[src/design/bocy_params.svh]
`ifndef BOCY_PARAMS_SVH
`define BOCY_PARAMS_SVH
// Cycle-type codes, valid only with the address strobe
`define BOCY_CT_PROG_8 4'h0
`define BOCY_CT_PROG_16 4'h1
`define BOCY_CT_PROG_32 4'h2
`define BOCY_CT_EVT_8 4'h4
`define BOCY_CT_EVT_16 4'h5
`define BOCY_CT_EVT_32 4'h6
`define BOCY_CT_IDLE 4'h0
// Bus width selector encodings
`define BOCY_W8 2'h0
`define BOCY_W16 2'h1
`define BOCY_W32 2'h2
// Reset values
`define BOCY_ADDR_RST 32'h00000000
`define BOCY_DATA_RST 32'h00000000
`endif

[src/design/bocy_pkg.sv]
package bocy_pkg;
  typedef enum logic [4:0] {
    BOCY_HOLD = 5'h01,
    BOCY_IDLE = 5'h02,
    BOCY_ADDR = 5'h04,
    BOCY_DATA = 5'h08,
    BOCY_BUS_BACKOFF_REQ = 5'h10
  } bocy_state_t;
endpackage

[src/design/bocy_sync.sv]
// ----------------------------------------
// Two-stage synchroniser, one per bit
// ----------------------------------------
module bocy_sync #(
  parameter int WIDTH = 2
) (
  input wire logic clk,
  input wire logic rst,
  input wire logic [WIDTH-1:0] async_in,
  output logic [WIDTH-1:0] sync_out
);
  genvar i;
  generate
    for (i = 0; i < WIDTH; i++) begin : g_bit
      logic stage1_reg;
      logic stage2_reg;
      // First stage feeds only the second
      always_ff @(posedge clk) begin
        if (rst) begin
          stage1_reg <= 1'b0;
          stage2_reg <= 1'b0;
        end else begin
          stage1_reg <= async_in[i];
          stage2_reg <= stage1_reg;
        end
      end
      assign sync_out[i] = stage2_reg;
    end
  endgenerate
endmodule

[src/design/bocy_bus_owner.sv]
// Overview of operation
// On hold request, finish current request, then grant hold and float buses.
// Hold withdrawn: drop grant and drive address, data, control again.
// While reset is active, grant hold and stay in hold state.
// Never raise hold grant while the atomic lock is active.
// Back-off floats buses next clock and aborts the access in progress.
// After back-off release, reissue the aborted access from its start.
// Demand pending output is high whenever a request is outstanding.
// Stall output is high while the core waits on a bus result.
// Program accesses drive codes 0000, 0001, 0010 for 8, 16, 32 bits.
// Event accesses drive codes 0100, 0101, 0110 for 8, 16, 32 bits.
// No reserved code, and no code at all without address strobe.
// Address strobe is high only in the first clock of each access.
// Lock rises at atomic start, clears when final transfer drops at end.
// Hold and back-off are synchronised; back-off beats hold.
`include "bocy_params.svh"
module bocy_bus_owner (
  input wire logic clk,
  input wire logic rst,
  // Pins from the outside master
  input wire logic hold_req,
  input wire logic bus_backoff_req,
  input wire logic ready_in,
  // Core request port
  input wire logic req_valid,
  output logic req_ready,
  input wire logic [31:0] req_addr,
  input wire logic [31:0] req_wdata,
  input wire logic req_write,
  input wire logic req_event,
  input wire logic req_atomic,
  input wire logic req_last,
  input wire logic [1:0] req_width,
  input wire logic core_waiting,
  output logic done_pulse,
  // Bus pins
  output logic hold_grant,
  output logic bus_demand_pending,
  output logic core_bus_stall,
  output logic addr_strobe,
  output logic final_transfer,
  output logic atomic_lock,
  output logic [3:0] cycle_kind_code,
  output logic [31:0] addr_out,
  output logic [31:0] data_out,
  output logic write_out,
  output logic bus_oe
);
  // ----------------------------------------
  // Input synchronisers
  // ----------------------------------------
  logic [1:0] sync_q;
  logic hold_s;
  logic bus_backoff_req_s;
  logic ready_s;
  logic ready_q1_reg;
  logic ready_q2_reg;

  bocy_sync #(.WIDTH(2)) u_sync (
    .clk(clk),
    .rst(rst),
    .async_in({bus_backoff_req, hold_req}),
    .sync_out(sync_q)
  );
  assign hold_s = sync_q[0];
  assign bus_backoff_req_s = sync_q[1];

  // Ready also crosses in from the pins
  always_ff @(posedge clk) begin
    if (rst) begin
      ready_q1_reg <= 1'b0;
      ready_q2_reg <= 1'b0;
    end else begin
      ready_q1_reg <= ready_in;
      ready_q2_reg <= ready_q1_reg;
    end
  end
  assign ready_s = ready_q2_reg;

  // ----------------------------------------
  // Ownership state machine
  // ----------------------------------------
  bocy_pkg::bocy_state_t state_reg;
  bocy_pkg::bocy_state_t state_next;
  logic pend_reg;
  logic lock_reg;
  logic [31:0] addr_reg;
  logic [31:0] data_reg;
  logic write_reg;
  logic event_reg;
  logic atomic_reg;
  logic last_reg;
  logic [1:0] width_reg;
  logic take;

  assign req_ready = !pend_reg && !rst;
  assign take = req_valid && req_ready;

  // Next state; back-off outranks hold, lock blocks hold
  always_comb begin
    state_next = state_reg;
    case (state_reg)
      bocy_pkg::BOCY_HOLD: begin
        if (!hold_s) begin
          state_next = bocy_pkg::BOCY_IDLE;
        end
      end
      bocy_pkg::BOCY_IDLE: begin
        if (bus_backoff_req_s) begin
          state_next = bocy_pkg::BOCY_BUS_BACKOFF_REQ;
        end else if (hold_s && !lock_reg) begin
          state_next = bocy_pkg::BOCY_HOLD;
        end else if (pend_reg) begin
          state_next = bocy_pkg::BOCY_ADDR;
        end
      end
      bocy_pkg::BOCY_ADDR: begin
        if (bus_backoff_req_s) begin
          state_next = bocy_pkg::BOCY_BUS_BACKOFF_REQ;
        end else begin
          state_next = bocy_pkg::BOCY_DATA;
        end
      end
      bocy_pkg::BOCY_DATA: begin
        if (bus_backoff_req_s) begin
          state_next = bocy_pkg::BOCY_BUS_BACKOFF_REQ;
        end else if (ready_s) begin
          state_next = bocy_pkg::BOCY_IDLE;
        end
      end
      bocy_pkg::BOCY_BUS_BACKOFF_REQ: begin
        if (!bus_backoff_req_s) begin
          state_next = bocy_pkg::BOCY_IDLE;
        end
      end
      default: state_next = bocy_pkg::BOCY_HOLD;
    endcase
  end

  // State register; reset parks in hold-granted
  always_ff @(posedge clk) begin
    if (rst) begin
      state_reg <= bocy_pkg::BOCY_HOLD;
    end else begin
      state_reg <= state_next;
    end
  end

  // ----------------------------------------
  // Request capture and completion
  // ----------------------------------------
  // Pending request stays latched until its data cycle completes
  always_ff @(posedge clk) begin
    if (rst) begin
      pend_reg <= 1'b0;
      addr_reg <= `BOCY_ADDR_RST;
      data_reg <= `BOCY_DATA_RST;
      write_reg <= 1'b0;
      event_reg <= 1'b0;
      atomic_reg <= 1'b0;
      last_reg <= 1'b0;
      width_reg <= `BOCY_W32;
    end else if (take) begin
      pend_reg <= 1'b1;
      addr_reg <= req_addr;
      data_reg <= req_wdata;
      write_reg <= req_write;
      event_reg <= req_event;
      atomic_reg <= req_atomic;
      last_reg <= req_last;
      width_reg <= req_width;
    end else if (state_reg == bocy_pkg::BOCY_DATA && ready_s && !bus_backoff_req_s) begin
      pend_reg <= 1'b0; // Aborted accesses keep pend_reg and replay
    end
  end

  // One-cycle completion pulse to the core
  always_ff @(posedge clk) begin
    if (rst) begin
      done_pulse <= 1'b0;
    end else begin
      done_pulse <= (state_reg == bocy_pkg::BOCY_DATA) && ready_s && !bus_backoff_req_s;
    end
  end

  // Atomic lock: set at first address of atomic op, clear after its last transfer
  always_ff @(posedge clk) begin
    if (rst) begin
      lock_reg <= 1'b0;
    end else if (state_reg == bocy_pkg::BOCY_ADDR && atomic_reg) begin
      lock_reg <= 1'b1;
    end else if (state_reg == bocy_pkg::BOCY_DATA && ready_s && !bus_backoff_req_s && last_reg) begin
      lock_reg <= 1'b0;
    end
  end

  // ----------------------------------------
  // Output drive
  // ----------------------------------------
  logic [3:0] code_sel;
  // Cycle-type code from origin and width; reserved codes never formed
  always_comb begin
    case (width_reg)
      `BOCY_W8: code_sel = event_reg ? `BOCY_CT_EVT_8 : `BOCY_CT_PROG_8;
      `BOCY_W16: code_sel = event_reg ? `BOCY_CT_EVT_16 : `BOCY_CT_PROG_16;
      default: code_sel = event_reg ? `BOCY_CT_EVT_32 : `BOCY_CT_PROG_32;
    endcase
  end

  // Registered bus outputs
  always_ff @(posedge clk) begin
    if (rst) begin
      addr_strobe <= 1'b0;
      cycle_kind_code <= `BOCY_CT_IDLE;
      final_transfer <= 1'b0;
      addr_out <= `BOCY_ADDR_RST;
      data_out <= `BOCY_DATA_RST;
      write_out <= 1'b0;
    end else begin
      addr_strobe <= (state_next == bocy_pkg::BOCY_ADDR);
      cycle_kind_code <= (state_next == bocy_pkg::BOCY_ADDR) ? code_sel
                         : `BOCY_CT_IDLE;
      final_transfer <= (state_next == bocy_pkg::BOCY_DATA) && last_reg;
      addr_out <= addr_reg;
      data_out <= data_reg;
      write_out <= write_reg;
    end
  end

  assign hold_grant = (state_reg == bocy_pkg::BOCY_HOLD) && !lock_reg;
  assign bus_oe = (state_reg != bocy_pkg::BOCY_HOLD)
                  && (state_reg != bocy_pkg::BOCY_BUS_BACKOFF_REQ);
  assign atomic_lock = lock_reg;
  assign bus_demand_pending = pend_reg;
  assign core_bus_stall = pend_reg && core_waiting;

  // ----------------------------------------
  // Assertions
  // ----------------------------------------
  a_grant_no_lock: assert property (@(posedge clk) disable iff (rst)
    !(hold_grant && atomic_lock))
    else $error("hold grant raised under lock");
  a_reset_grant: assert property (@(posedge clk)
    $past(rst) |-> hold_grant)
    else $error("no hold grant during reset");
  a_bus_backoff_req_float: assert property (@(posedge clk) disable iff (rst)
    (bus_backoff_req_s && state_reg != bocy_pkg::BOCY_HOLD) |=> !bus_oe)
    else $error("buses not floated after back-off");
  a_strobe_single: assert property (@(posedge clk) disable iff (rst)
    addr_strobe |=> !addr_strobe)
    else $error("address strobe longer than one clock");
  a_code_quiet: assert property (@(posedge clk) disable iff (rst)
    !addr_strobe |-> cycle_kind_code == 4'h0)
    else $error("code driven without strobe");
  a_code_legal: assert property (@(posedge clk) disable iff (rst)
    addr_strobe |-> (cycle_kind_code[1:0] != 2'h3 && !cycle_kind_code[3]))
    else $error("reserved cycle code");
  a_prog_code: assert property (@(posedge clk) disable iff (rst)
    (addr_strobe && !event_reg) |-> !cycle_kind_code[2])
    else $error("program access with event code");
  a_evt_code: assert property (@(posedge clk) disable iff (rst)
    (addr_strobe && event_reg) |-> cycle_kind_code[2])
    else $error("event access with program code");
  a_hold_release: assert property (@(posedge clk) disable iff (rst)
    (state_reg == bocy_pkg::BOCY_HOLD && !hold_s) |=> !hold_grant && bus_oe)
    else $error("hold not released");
  a_replay: assert property (@(posedge clk) disable iff (rst)
    (state_reg == bocy_pkg::BOCY_BUS_BACKOFF_REQ && !bus_backoff_req_s && pend_reg && !hold_s)
    |=> pend_reg ##1 addr_strobe)
    else $error("aborted access not replayed");
  a_demand: assert property (@(posedge clk) disable iff (rst)
    take |=> bus_demand_pending)
    else $error("demand not shown");
  a_ready_block: assert property (@(posedge clk) disable iff (rst)
    bus_demand_pending |-> !req_ready)
    else $error("request taken while one is pending");
  a_lock_rise: assert property (@(posedge clk) disable iff (rst)
    (state_reg == bocy_pkg::BOCY_ADDR && atomic_reg) |=> atomic_lock)
    else $error("lock not raised at atomic start");
  a_lock_clear: assert property (@(posedge clk) disable iff (rst)
    (state_reg == bocy_pkg::BOCY_DATA && ready_s && !bus_backoff_req_s && last_reg) |=> !atomic_lock)
    else $error("lock not cleared after last transfer");
  a_final_data: assert property (@(posedge clk) disable iff (rst)
    final_transfer |-> state_reg == bocy_pkg::BOCY_DATA)
    else $error("final transfer outside data cycle");
  a_strobe_addr: assert property (@(posedge clk) disable iff (rst)
    addr_strobe |-> state_reg == bocy_pkg::BOCY_ADDR)
    else $error("address strobe outside address cycle");
  a_bus_backoff_req_abort: assert property (@(posedge clk) disable iff (rst)
    (state_reg == bocy_pkg::BOCY_DATA && bus_backoff_req_s) |=> !done_pulse)
    else $error("aborted access reported done");
  a_hold_float: assert property (@(posedge clk) disable iff (rst)
    hold_grant |-> !bus_oe)
    else $error("buses driven while hold granted");
  a_bus_backoff_req_beats: assert property (@(posedge clk) disable iff (rst)
    (bus_backoff_req_s && hold_s && state_reg == bocy_pkg::BOCY_IDLE) |=> state_reg == bocy_pkg::BOCY_BUS_BACKOFF_REQ)
    else $error("hold won over back-off");
  a_no_grant_mid: assert property (@(posedge clk) disable iff (rst)
    (state_reg == bocy_pkg::BOCY_ADDR || state_reg == bocy_pkg::BOCY_DATA) |=> !hold_grant)
    else $error("hold granted inside an access");
  a_stall_level: assert property (@(posedge clk) disable iff (rst)
    (bus_demand_pending && core_waiting) |-> core_bus_stall)
    else $error("stall not shown while core waits");
  a_stall_clear: assert property (@(posedge clk) disable iff (rst)
    !bus_demand_pending |-> !core_bus_stall)
    else $error("stall without outstanding request");
  a_stall: assert property (@(posedge clk) disable iff (rst)
    core_bus_stall |-> bus_demand_pending)
    else $error("stall without pending request");

  c_hold: cover property (@(posedge clk) disable iff (rst) $rose(hold_grant));
  c_bus_backoff_req: cover property (@(posedge clk) disable iff (rst)
    state_reg == bocy_pkg::BOCY_BUS_BACKOFF_REQ ##1 state_reg == bocy_pkg::BOCY_IDLE);
  c_lock: cover property (@(posedge clk) disable iff (rst) $fell(atomic_lock));
  c_event: cover property (@(posedge clk) disable iff (rst) addr_strobe && event_reg);
endmodule

[config.mk]
export PLATFORM = sky130hd
export DESIGN_NAME = bocy_bus_owner
export DESIGN_NICKNAME = d
export VERILOG_FILES = /design/src/design/bocy_pkg.sv /design/src/design/bocy_sync.sv /design/src/design/bocy_bus_owner.sv
export VERILOG_INCLUDE_DIRS = /design/src /design/src/design
export SDC_FILE = /design/constraint.sdc
export NUM_CORES = 1
export LEC_CHECK = 0
export ABC_AREA = 1
export ABC_CLOCK_PERIOD_IN_PS = 1300
export BUFFER_PORTS_ARGS = -buffer_cell sky130_fd_sc_hd__buf_2
export CAP_MARGIN = 20
export CELL_PAD_IN_SITES_DETAIL_PLACEMENT = 2
export CELL_PAD_IN_SITES_GLOBAL_PLACEMENT = 2
export CORE_MARGIN = 3
export CORE_UTILIZATION = 29
export DETAILED_ROUTE_END_ITERATION = 6
export PLACE_DENSITY = 0.76
export SYNTH_ARGS = -nofsm -noshare
export SYNTH_HDL_FRONTEND = slang
export SYNTH_SLANG_ARGS = --single-unit
export TNS_END_PERCENT = 5
[constraint.sdc]
create_clock -name clk -period 1.3 [get_ports clk]
set_input_delay 0.065 -clock clk [delete_from_list [all_inputs] [get_ports clk]]
set_output_delay 0.065 -clock clk [all_outputs]
set_load 0.005 [all_outputs]
==> results_dict.tcl <==
set metrics [dict create \
    ir_worst_vdd_mv 0.8897 \
    clock_latency_ps 420 \
    cp-end-kind "output port" \
    path_class "reg2out" \
    cts_num_sinks 154 \
    top_layer "met4" \
    first_global_vias 5188 \
    die_w_um 135.8 \
    intPower_w 0.008475 \
    root_buffer "clkbuf_16" \
    setup_violations 2 \
    syn_to_final_growth_pct 48.63 \
    synth_edf_count 0 \
    yosysSeqAreaShare 0.6310 \
    clk_pin_slew_ps 60 \
    violations "negative hold slack, negative setup slack" \
    post_drt_wl_per_cell_um 17.15 \
    setup_ws_ps -83.18 \
    wl_met1_um 6656 \
    cts_made_buffers 17 \
    hold_class "in2reg" \
    required_ps 1240 \
    r2r_cells 6 \
    layout_commonest_cell "buf_2" \
    cts_tree "yes" \
    cts_max_level 4 \
    grt_pass1_wl_um 26920 \
    min_path_cells 3 \
    port_buffers 153 \
    route.detailed.drc 0 \
    grt_max_degree 55 \
    power-per-cell-area_mw_per_mm2 1555 \
    drtIter0Drc 131 \
    num_rows 46 \
    die_y_um 135.8 \
    rsz0062_at_grt "true" \
    synth_area_leaders "dfxtp_1, nor2_1, a21oi_1" \
    min_period_over_period 1.064 \
    start_util 0.3021 \
    track_usage 0.1910 \
    fin_tns_setup_ps -91.66 \
    netlist_area_sq_mm 0.004886 \
    final_cell_mix "buf_2, dfxtp_1, nor2_1, inv_1, dlygate4sd3_1" \
    max-clock-path-buffers 2 \
    ys_ff_latch 154 \
    cp-start-kind "flip-flop" \
    synth_top_area_share 0.6310 \
    overflow 0 \
    synth-main-ff-cell "dfxtp_1" \
    synth_top_area_cell "dfxtp_1" \
    hold_viol 1 \
    syn_inst 547 \
    synth_fp_nets 624 \
    first_pass_iters 4 \
    p_clk_frac 0.445 \
    avgSynthCellArea_sq_um 8.932 \
    met2_length_um 9158 \
    min_period_ps 1383 \
    place_congestion 0.7557 \
    antenna_found_initial 0 \
    leakagePower_nw 3.362 \
    sequentialPowerShare 0.452 \
    dieArea_sq_mm 0.01844 \
    num-nets-final 851 \
    swShare 0.2496 \
    n_fill_cell 1736 \
    via_count 4468 \
    place_area_sq_mm 0.005864 \
    crit_fanout 4 \
    fp.coreArea_sq_mm 0.01617 \
    slew_violations 0 \
    clock_skew_ps 11.17 \
    p_comb_frac 0.103 \
    diodes 0 \
    drtAntennaViolNets 0 \
    async_reset_ff_frac 0 \
    max_freq_mhz 723.0 \
    final_core_util 0.4490 \
    drv_cap 0 \
    drive_gt1_frac 0.2783 \
    io-pin-count 155 \
    outcome "finished with violations" \
    ys_warn_count 0 \
    drt_wl_total_um 17210 \
    fin_area_sq_mm 0.007262 \
    power_w 0.01129 \
    crit_arrival_ps 1320 \
    p_sw_w 0.002819 \
    whs_ps -17.03 \
    wl_met3_um 1055 \
    dpl.hpwl_um 9809 \
    synth_cell_types 22 \
    drt-vias-per-instance 4.455 \
]
-- kinds of logic (layout without fill, tap and decap cells) --
group | Yosys count | count (layout) | synth area share
DFF | 154 | 154 | 0.6310
and+or+nand+nor | 126 | 126 | 0.1086
other | 1 | 1 | 0.0007675
AOI/OAI and AO/OA | 142 | 142 | 0.1457
buffers and inverters | 124 | 364 | 0.1140
-- layout make-up --
class | instances | area [sq um] | share of cell area
clock inverter | 14 | 160.2 | 0.02205
multi-input combinational | 269 | 1275 | 0.1756
sequential | 154 | 3092 | 0.4257
inverter | 91 | 344.1 | 0.04738
timing repair buffer | 241 | 1682 | 0.2316
tap | 216 | 270.3 | 0.03722
clock buffer | 18 | 439.2 | 0.06048
-- synth_stat cells, types with 2 or more instances --
| master | n |
|---|---|
| nand4_1 | 3 |
| buf_2 | 13 |
| inv_1 | 90 |
| dfxtp_1 | 154 |
| nor2_4 | 2 |
| o21ai_0 | 66 |
| nand3_1 | 10 |
| nor2_1 | 91 |
| buf_4 | 6 |
| o21ai_1 | 7 |
| nand2_1 | 13 |
| buf_6 | 7 |
| clkbuf_1 | 7 |
| nor3_1 | 3 |
| a21oi_1 | 68 |
-- metal layers --
metal	track usage	vias up
li1	-	2156
met1	0.1982	2140
met2	0.3603	143
met3	0.06092	29
met4	0.06495	0
met5	0	-
-- stage by stage --
| stage | setup WS (ps) | std cells |
|---|---|---|
| after CTS | -106.9 | 1002 |
| final | -83.18 | 1003 |
| after global placement | 117.5 | 894 |
| after global routing | -156.1 | 1003 |
| after detailed placement | 43.93 | 894 |
| after floorplan | 166.1 | 547 |
-- worst paths after layout --
| path | start | endpoint | slack (ps) |
|---|---|---|---|
| setup / recovery | state_reg[0] | bus_oe | -80 |
| hold / removal | req_wdata[9] | data_reg[9] | -20 |
| hold reg to reg | u_sync.g_bit[0].stage1_reg | u_sync.g_bit[0].stage2_reg | 410 |
| setup reg to reg | state_reg[1] | cycle_kind_code[0] | 10 |
-- worst max-delay path: stages, from the launching register on --
cell and delay (ps):
dfxtp_4 390, inv_4 40, nor2_4 90, nand3_2 100, and2_1 160, buf_2 120
-- power by group through the flow --
stage                     registers (W)  clock network, W  logic, W
after CTS                       0.00510           0.00517   0.00113
after global routing            0.00513           0.00540   0.00131
final                           0.00510           0.00503   0.00117
after global placement          0.00517                 0  0.000848
after floorplan                 0.00517                 0  0.000492
after detailed placement        0.00518                 0  0.000901
-- repair_timing --
item | in CTS | in global routing
endpoints found under the hold margin | 72 | 0
hold buffers | 72 | 0
endpoints found under the setup margin | 6 | 21
pin swaps | 3 | 2
buffers inserted | 4 | 1
resized for setup | 12 | 14
No activity file was read; power rests on OpenSTA's default activity.
